## src/spkr_ctl_pkg.sv

```systemverilog
// Purpose: Shared constants and types for the speakerphone serial control port
// Assumes: One system clock at 100 MHz, link clock made by the host end
// Notes: Control word fields, mode and state encodings, link timing
package spkr_ctl_pkg;
  localparam int WORD_BITS = 8;
  localparam int VOL_LSB = 0;
  localparam int VOL_MSB = 3;
  localparam int MUTE_POS = 4;
  localparam int RANGE_POS = 5;
  localparam int MODE_LSB = 6;
  localparam int MODE_MSB = 7;
  localparam logic [7:0] WORD_RESET = 8'h00;
  localparam logic [3:0] VOL_RESET = 4'h0;

  typedef enum logic [1:0] {
    MODE_AUTO = 2'h0,
    MODE_RECEIVE = 2'h1,
    MODE_IDLE = 2'h2,
    MODE_TRANSMIT = 2'h3
  } mode_t;

  // Two-bit code of the selected attenuator state
  typedef enum logic [1:0] {
    ST_IDLE = 2'h0,
    ST_RECEIVE = 2'h1,
    ST_TRANSMIT = 2'h2
  } atten_state_t;

  localparam int SYS_CLK_HZ = 100_000_000;
  localparam int LINK_MAX_HZ = 1_000_000;
  // Half period of the generated serial clock, rounded up so the rate never exceeds the limit
  localparam int LINK_HALF_CYC = (SYS_CLK_HZ + 2 * LINK_MAX_HZ - 1) / (2 * LINK_MAX_HZ);
  localparam int BIT_CNT_W = 4;
  localparam logic [3:0] BITS_LAST = 4'h7;
endpackage

```

## src/spkr_link_if.sv

```systemverilog
// Purpose: Three-wire serial link between host controller and speakerphone device
// Assumes: Host drives all three lines; device only listens
// Notes: Load strobe idles high
`timescale 1ns/1ns
interface spkr_link_if;
  logic ser_clk;
  logic ser_data;
  logic load_strobe;
  modport host (output ser_clk, output ser_data, output load_strobe);
  modport device (input ser_clk, input ser_data, input load_strobe);
endinterface // spkr_link_if

```

## src/edge_sync.sv

```systemverilog
// Purpose: Two-flop synchroniser with edge detection for one link line
// Assumes: Input is asynchronous to sys_clk
// Notes: Edge pulses are one sys_clk long
`timescale 1ns/1ns
module edge_sync (
  input wire logic sys_clk,
  input wire logic rst_n,
  input wire logic async_in,
  input wire logic rst_level,
  output logic level,
  output logic rise,
  output logic fall
);
  logic meta_q;
  logic sync_q;
  logic prev_q;

  always_ff @(posedge sys_clk) begin
    if (!rst_n) begin
      meta_q <= rst_level;
      sync_q <= rst_level;
      prev_q <= rst_level;
    end else begin
      meta_q <= async_in;
      sync_q <= meta_q;
      prev_q <= sync_q;
    end
  end

  // Flops reset to the line's idle level, so no false edge follows reset
  assign level = sync_q;
  assign rise = sync_q & ~prev_q;
  assign fall = ~sync_q & prev_q;
endmodule // edge_sync

```

## src/spkr_device.sv

```systemverilog
// Purpose: Speakerphone device end: serial control word port and mode decision
// Assumes: Host keeps to the link timing; analog detectors arrive as digital levels
// Notes: Registers cleared by reset and on release of chip disable
// Function
// - Eight bits, MSB first, volume LSB last
// - Sample data on serial clock rising edge
// - Host limits serial clock to 1 MHz
// - Strobe idles high, low while shifting
// - Strobe rising edge loads active word
// - No address, framing or handshake used
// - Strobe low before first falling clock
// - Strobe preferably high between transfers
// - Strobe rises before next rising clock
// - Volume 0000 loudest, 1111 quietest
// - Volume effective only in receive state
// - Mute bit one mutes microphone amplifier
// - Range bit: 0 full, 1 half
// - Mode field: auto, receive, idle, transmit
// - Auto: comparator picks transmit or receive
// - Auto: no speech both paths gives idle
// - Dial tone in receive blocks idle
// - Six inputs feed attenuator control
// - Reset clears word, discards writes
// - Word stays zero until new load
// - Chip disable ignores all transfers
// - Chip disable release clears word
//
// Strobed register access and the address map are this design's own decisions.
`timescale 1ns/1ns
module spkr_device
  import spkr_ctl_pkg::*;
(
  input wire logic sys_clk,
  input wire logic rst_n,
  spkr_link_if.device link,
  input wire logic chip_disable_input,
  input wire logic tx_louder,
  input wire logic tx_speech,
  input wire logic rx_speech,
  input wire logic dial_tone,
  input wire logic supply_sag_gain_control,
  output logic [3:0] volume_field,
  output logic [3:0] rx_volume,
  output logic mic_mute_bit,
  output logic range_select_bit,
  output logic [1:0] mode_field,
  output logic [1:0] atten_state,
  output logic rx_gain_reduce,
  output logic [7:0] control_word
);
  logic clk_rise;
  logic strobe_level;
  logic strobe_rise;
  logic data_level;
  logic cd_meta_q;
  logic cd_sync_q;
  logic cd_prev_q;
  logic tx_louder_meta_q, tx_louder_q;
  logic tx_speech_meta_q, tx_speech_q;
  logic rx_speech_meta_q, rx_speech_q;
  logic dial_meta_q, dial_q;
  logic sag_meta_q, sag_q;
  logic [7:0] shift_q;
  logic [7:0] word_q;
  atten_state_t state_q;
  atten_state_t state_d;

  edge_sync u_clk_sync (
    .sys_clk(sys_clk),
    .rst_n(rst_n),
    .async_in(link.ser_clk),
    .rst_level(1'b0),
    .level(),
    .rise(clk_rise),
    .fall()
  );

  edge_sync u_strobe_sync (
    .sys_clk(sys_clk),
    .rst_n(rst_n),
    .async_in(link.load_strobe),
    .rst_level(1'b1),
    .level(strobe_level),
    .rise(strobe_rise),
    .fall()
  );

  edge_sync u_data_sync (
    .sys_clk(sys_clk),
    .rst_n(rst_n),
    .async_in(link.ser_data),
    .rst_level(1'b0),
    .level(data_level),
    .rise(),
    .fall()
  );

  // Chip disable and detector levels come from outside the clock domain
  always_ff @(posedge sys_clk) begin
    if (!rst_n) begin
      cd_meta_q <= 1'b0;
      cd_sync_q <= 1'b0;
      cd_prev_q <= 1'b0;
      tx_louder_meta_q <= 1'b0;
      tx_louder_q <= 1'b0;
      tx_speech_meta_q <= 1'b0;
      tx_speech_q <= 1'b0;
      rx_speech_meta_q <= 1'b0;
      rx_speech_q <= 1'b0;
      dial_meta_q <= 1'b0;
      dial_q <= 1'b0;
      sag_meta_q <= 1'b0;
      sag_q <= 1'b0;
    end else begin
      cd_meta_q <= chip_disable_input;
      cd_sync_q <= cd_meta_q;
      cd_prev_q <= cd_sync_q;
      tx_louder_meta_q <= tx_louder;
      tx_louder_q <= tx_louder_meta_q;
      tx_speech_meta_q <= tx_speech;
      tx_speech_q <= tx_speech_meta_q;
      rx_speech_meta_q <= rx_speech;
      rx_speech_q <= rx_speech_meta_q;
      dial_meta_q <= dial_tone;
      dial_q <= dial_meta_q;
      sag_meta_q <= supply_sag_gain_control;
      sag_q <= sag_meta_q;
    end
  end

  // Shift register: one bit per serial clock rise while the strobe is low
  always_ff @(posedge sys_clk) begin
    if (!rst_n) begin
      shift_q <= WORD_RESET;
    end else if (cd_sync_q) begin
      shift_q <= WORD_RESET;
    end else if (clk_rise && !strobe_level) begin
      // Edge-only sampling: no address or frame
      shift_q <= {shift_q[WORD_BITS-2:0], data_level};
    end
  end

  // Active word; only the last eight bits before the strobe rise count
  always_ff @(posedge sys_clk) begin
    if (!rst_n) begin
      word_q <= WORD_RESET;
    end else if (cd_prev_q && !cd_sync_q) begin
      word_q <= WORD_RESET;
    end else if (strobe_rise && !cd_sync_q) begin
      // Loads blocked while disabled; old word kept until release
      word_q <= shift_q;
    end
  end

  assign control_word = word_q;
  assign volume_field = word_q[VOL_MSB:VOL_LSB];
  assign mic_mute_bit = word_q[MUTE_POS];
  assign range_select_bit = word_q[RANGE_POS];
  assign mode_field = word_q[MODE_MSB:MODE_LSB];

  // Mode decision from comparator, monitors, dial tone and the word
  always_comb begin
    state_d = state_q;
    case (mode_t'(mode_field))
      MODE_RECEIVE: state_d = ST_RECEIVE;
      MODE_IDLE: state_d = ST_IDLE;
      MODE_TRANSMIT: state_d = ST_TRANSMIT;
      MODE_AUTO: begin
        if (tx_speech_q || rx_speech_q) begin
          state_d = tx_louder_q ? ST_TRANSMIT : ST_RECEIVE;
        end else if (state_q == ST_RECEIVE && dial_q) begin
          state_d = ST_RECEIVE;
        end else begin
          state_d = ST_IDLE;
        end
      end
      default: state_d = ST_IDLE;
    endcase
  end

  always_ff @(posedge sys_clk) begin
    if (!rst_n) begin
      state_q <= ST_IDLE;
    end else if (cd_sync_q) begin
      state_q <= ST_IDLE;
    end else begin
      state_q <= state_d;
    end
  end

  assign atten_state = state_q;

  // Shared receive decode for both receive-only outputs
  function automatic logic in_receive(input atten_state_t st);
    return st == ST_RECEIVE;
  endfunction

  // Volume reaches the attenuator only in receive; loudest otherwise
  always_ff @(posedge sys_clk) begin
    if (!rst_n) begin
      rx_volume <= VOL_RESET;
    end else begin
      rx_volume <= in_receive(state_q) ? volume_field : VOL_RESET;
    end
  end

  // Supply sag lowers receive gain in receive only; lags state by one cycle
  always_ff @(posedge sys_clk) begin
    if (!rst_n) begin
      rx_gain_reduce <= 1'b0;
    end else begin
      rx_gain_reduce <= sag_q && in_receive(state_q);
    end
  end
endmodule // spkr_device

```

## src/flat_wrapper.sv

```systemverilog
// flat-port wrapper written by rule: the top's interface ports become plain ports
module spkr_device_flat import spkr_ctl_pkg::*;
  (sys_clk, rst_n, chip_disable_input, tx_louder, tx_speech, rx_speech, dial_tone, supply_sag_gain_control, volume_field, rx_volume, mic_mute_bit, range_select_bit, mode_field, atten_state, rx_gain_reduce, control_word, link_ser_clk, link_ser_data, link_load_strobe);
  spkr_link_if link_i ();
  input wire logic sys_clk;
  input wire logic rst_n;
  input wire logic chip_disable_input;
  input wire logic tx_louder;
  input wire logic tx_speech;
  input wire logic rx_speech;
  input wire logic dial_tone;
  input wire logic supply_sag_gain_control;
  output logic [3:0] volume_field;
  output logic [3:0] rx_volume;
  output logic mic_mute_bit;
  output logic range_select_bit;
  output logic [1:0] mode_field;
  output logic [1:0] atten_state;
  output logic rx_gain_reduce;
  output logic [7:0] control_word;
  input wire logic [$bits(link_i.ser_clk)-1:0] link_ser_clk;
  input wire logic [$bits(link_i.ser_data)-1:0] link_ser_data;
  input wire logic [$bits(link_i.load_strobe)-1:0] link_load_strobe;
  assign link_i.ser_clk = link_ser_clk;
  assign link_i.ser_data = link_ser_data;
  assign link_i.load_strobe = link_load_strobe;
  spkr_device u_core (.sys_clk(sys_clk), .rst_n(rst_n), .link(link_i), .chip_disable_input(chip_disable_input), .tx_louder(tx_louder), .tx_speech(tx_speech), .rx_speech(rx_speech), .dial_tone(dial_tone), .supply_sag_gain_control(supply_sag_gain_control), .volume_field(volume_field), .rx_volume(rx_volume), .mic_mute_bit(mic_mute_bit), .range_select_bit(range_select_bit), .mode_field(mode_field), .atten_state(atten_state), .rx_gain_reduce(rx_gain_reduce), .control_word(control_word));
endmodule
```

## config.mk

```make
export PLATFORM = sky130hd
export DESIGN_NAME = spkr_device_flat
export DESIGN_NICKNAME = d
export VERILOG_FILES = /design/src/spkr_ctl_pkg.sv /design/src/spkr_link_if.sv /design/src/edge_sync.sv /design/src/spkr_device.sv /design/src/flat_wrapper.sv
export SDC_FILE = /design/constraint.sdc
export NUM_CORES = 1
export LEC_CHECK = 0
export BUFFER_PORTS_ARGS = -buffer_cell sky130_fd_sc_hd__buf_2
export CAP_MARGIN = 10
export CORE_MARGIN = 2
export CORE_UTILIZATION = 50
export DETAILED_ROUTE_END_ITERATION = 12
export GPL_ROUTABILITY_DRIVEN = 0
export PLACE_DENSITY = 0.74
export SLEW_MARGIN = 40
export SYNTH_ARGS = -nofsm -noshare
export SYNTH_HDL_FRONTEND = slang
export SYNTH_SLANG_ARGS = --single-unit
```

## constraint.sdc

```tcl
create_clock -name sys_clk -period 1.9 [get_ports sys_clk]
set_input_delay 0.095 -clock sys_clk [delete_from_list [all_inputs] [get_ports sys_clk]]
set_output_delay 0.095 -clock sys_clk [all_outputs]
set_load 0.05 [all_outputs]
```

==> out/summary.txt <==
vias in the first global route: 889
latest clock arrival within the worst-skew pair: 340 ps
Num CTS Buffers: 5
CTS clk-pin slew, worst paths: 110 ps
H-tree Lvls: 2
Leak: 0.760 nW
total of max-cap violations: 0
hold path cells: 2
Crit path required time: 2120 ps
worst r2r path cells: 4
critical path's slowest cell: dfxtp_1
Worst Path Class, Setup: flop to flop
initial drt markers: 20
DRC viols: 0
Sw Pwr: 0.302 mW
Worst VDD drop: 773 uV
Final setup viols: 0
Synth Warn #: 0
post-synthesis register bit count: 44
hpwl dp: 1380 um
power share of the combinational group: 0.045
Syn-to-layout area delta: 19.8%
GRT overflow: 0
GRT Util Overall: 0.149
Cell Area, Synth: 1440 sq um
CP Max Fanout: 8
IO Count: 34
CP Cell Sequence: nor3b_1 -> buf_4 -> mux2i_1 -> nor2_1
Rows: 19
fin nets: 178
Hold Path Class: primary input to flop
relative max-transition margin: 0.626
total number of vias: 940
layout cells sized above 1: 0.257
Final Hold Vio Count: 0
final core occ: 0.626
wire length per cell: 10.7 um
Largest stage delay, worst path: 340 ps
Core ar.: 2760 sq um
crit-path leading delay family: flip-flops
Bufs on Longest Clock Path: 2
DRT Pass-1 Iters: 4
Pint: 1.19 mW
final antenna-violating net count: 0
post-synthesis instance total: 129
Design Area, Final: 1730 sq um
DIE WIDTH: 57.7 um
Seq pwr share: 0.636
outcome: completed
sequential-to-total area share from yosys stat: 0.611
Worst Hold Endpoint: u_core.u_strobe_sync.meta_q$_SDFF_PN1_
Vias/cell: 4.75
final worst slack: 711 ps
Power Dens Cells: 864 nW/um^2
Post-Route Setup TNS: 0 ps
post-synthesis cell type count: 18
full die area: 3330 sq um
Die Y: 57.7 um
min-delay src: rst_n
Clock Power Share: 0.319
FF-to-FF setup slack: 710 ps
Crit. End Element: flop
worst-margin pin slew: 558 ps
Area after DPL: 1570 sq um
syn nets: 140
critical path arrival: 1410 ps
root buffer cell: clkbuf_4
fin crit share: 0.626
RSZ-0062 raised after global routing: false
Inserted Diodes: 0
first-pass GRT wire length: 3640 um
worst r2r dst: u_core.control_word[0]$_SDFFE_PP0P_
fmax: 0.841 GHz
Starting Density: 0.523
startpoint type of the worst setup path: flop
reg2reg start: u_core.cd_sync_q$_SDFF_PN0_
Post-CTS Setup Inserts: 0
Pwr Total: 1.49 mW
Total Wirelength: 2120 um
CTS tree: built
mean post-synth cell area: 11.2 sq um
switching share of power: 0.203
IO Port Bufs: 33
post-layout min period: 1190 ps
clock sinks: 44
pre-CTS WS: 735 ps
antenna violations before repair: 0
Post-Route Skew: 6.01 ps
max-slew violation count: 0
WP buf/inv: 1
largest net degree at the start of global routing: 25
## worst reg2reg max path, stage by stage, from the launching register on
cell     delay (ps)
dfxtp_1         340
nor3b_1         210
buf_4           230
mux2i_1         220
nor2_1           70
## power groups by stage
| stage | sequential (mW) | clock (mW) | combinational, mW |
|---|---|---|---|
| 3_5_place_dp | 0.970 | 0 | 0.0536 |
| 2_1_floorplan | 0.973 | 0 | 0.0327 |
| 5_1_grt | 0.951 | 0.535 | 0.0754 |
| 4_1_cts | 0.949 | 0.494 | 0.0676 |
| 3_3_place_gp | 0.969 | 0 | 0.0520 |
| 6_report | 0.948 | 0.476 | 0.0668 |
## cell usage after synthesis
cell      number  area, sq um
nand2_1        1         3.75
a21oi_1        1         5.00
clkbuf_2       1         5.00
buf_4         10         75.1
o31a_2         1         10.0
clkbuf_1       1         3.75
nor3b_1        2         15.0
buf_2          1         5.00
mux2i_1       16          160
dfxtp_1       44          881
or4b_1         1         10.0
o21ai_1        1         5.00
inv_1          1         3.75
and2_1        23          144
and4b_1        1         10.0
nand2b_1       4         25.0
nor2_1        19         71.3
and3b_1        1         8.76
## metal layers
metal | wire (um) | GRT usage
met5 | 0 | 0
met4 | 44 | 0.0598
met3 | 151 | 0.0670
met2 | 1070 | 0.276
met1 | 856 | 0.143
## layout by cell type (no fill, tap or decap), types with 2 or more instances in the layout
cell type	synthesis	layout
nor3b_1	2	2
clkbuf_8	0	2
nor2_1	19	19
nand2b_1	4	4
buf_4	10	2
dlygate4sd3_1	0	9
dfxtp_1	44	44
buf_2	1	33
clkbuf_4	0	5
mux2i_1	16	16
and2_1	23	23
## kinds of logic after synthesis
group / count (synthesis) / share of synthesized area
AOI/OAI and AO/OA: 3 / 0.0139
buffers and inverters: 14 / 0.0642
DFF: 44 / 0.611
muxes: 16 / 0.111
and+or+nand+nor: 52 / 0.200
## worst max-delay path by stage
stage | startpoint | endpoint | cells after the start
3_5_place_dp | u_core.cd_sync_q$_SDFF_PN0_ | u_core.control_word[0]$_SDFFE_PP0P_ | 4
2_1_floorplan | u_core.atten_state[1]$_SDFF_PP0_ | u_core.atten_state[0]$_SDFF_PP0_ | 2
3_3_place_gp | u_core.cd_sync_q$_SDFF_PN0_ | u_core.control_word[7]$_SDFFE_PP0P_ | 4
4_1_cts | u_core.u_strobe_sync.level$_SDFF_PN1_ | u_core.control_word[0]$_SDFFE_PP0P_ | 4
5_1_grt | u_core.cd_sync_q$_SDFF_PN0_ | u_core.control_word[0]$_SDFFE_PP0P_ | 4
6_report | u_core.cd_sync_q$_SDFF_PN0_ | u_core.control_word[0]$_SDFFE_PP0P_ | 4
## stage by stage
| step | instances | hold WS, ps |
|---|---|---|
| finish | 198 | 79.6 |
| global route | 198 | 87.2 |
| CTS | 198 | 75.9 |
| detailed placement | 182 | 279 |
| global placement | 182 | 274 |
| floorplan | 129 | 168 |
## flip-flops by register name, summed over array words and instances (netlist names), 2 cells and up
name                 cells
u_core.atten_state       2
u_core.shift_q           8
u_core.rx_volume         4
u_core.control_word      8
## cell type report
type / instances / area, sq um
fillers: 240 / 1030
flip-flops and latches: 44 / 881
multi-input cells: 71 / 468
repair buffers: 44 / 270
clock buffers: 7 / 65.1
well taps: 31 / 38.8
inverters: 1 / 3.75
## timing repair
| action | in CTS | in global routing |
|---|---|---|
| hold endpoints to repair | 9 | 0 |
| resized for setup | 0 | 0 |
| hold buffers | 9 | 0 |
| setup endpoints to repair | 0 | 0 |
(Power assumes the default switching activity.)
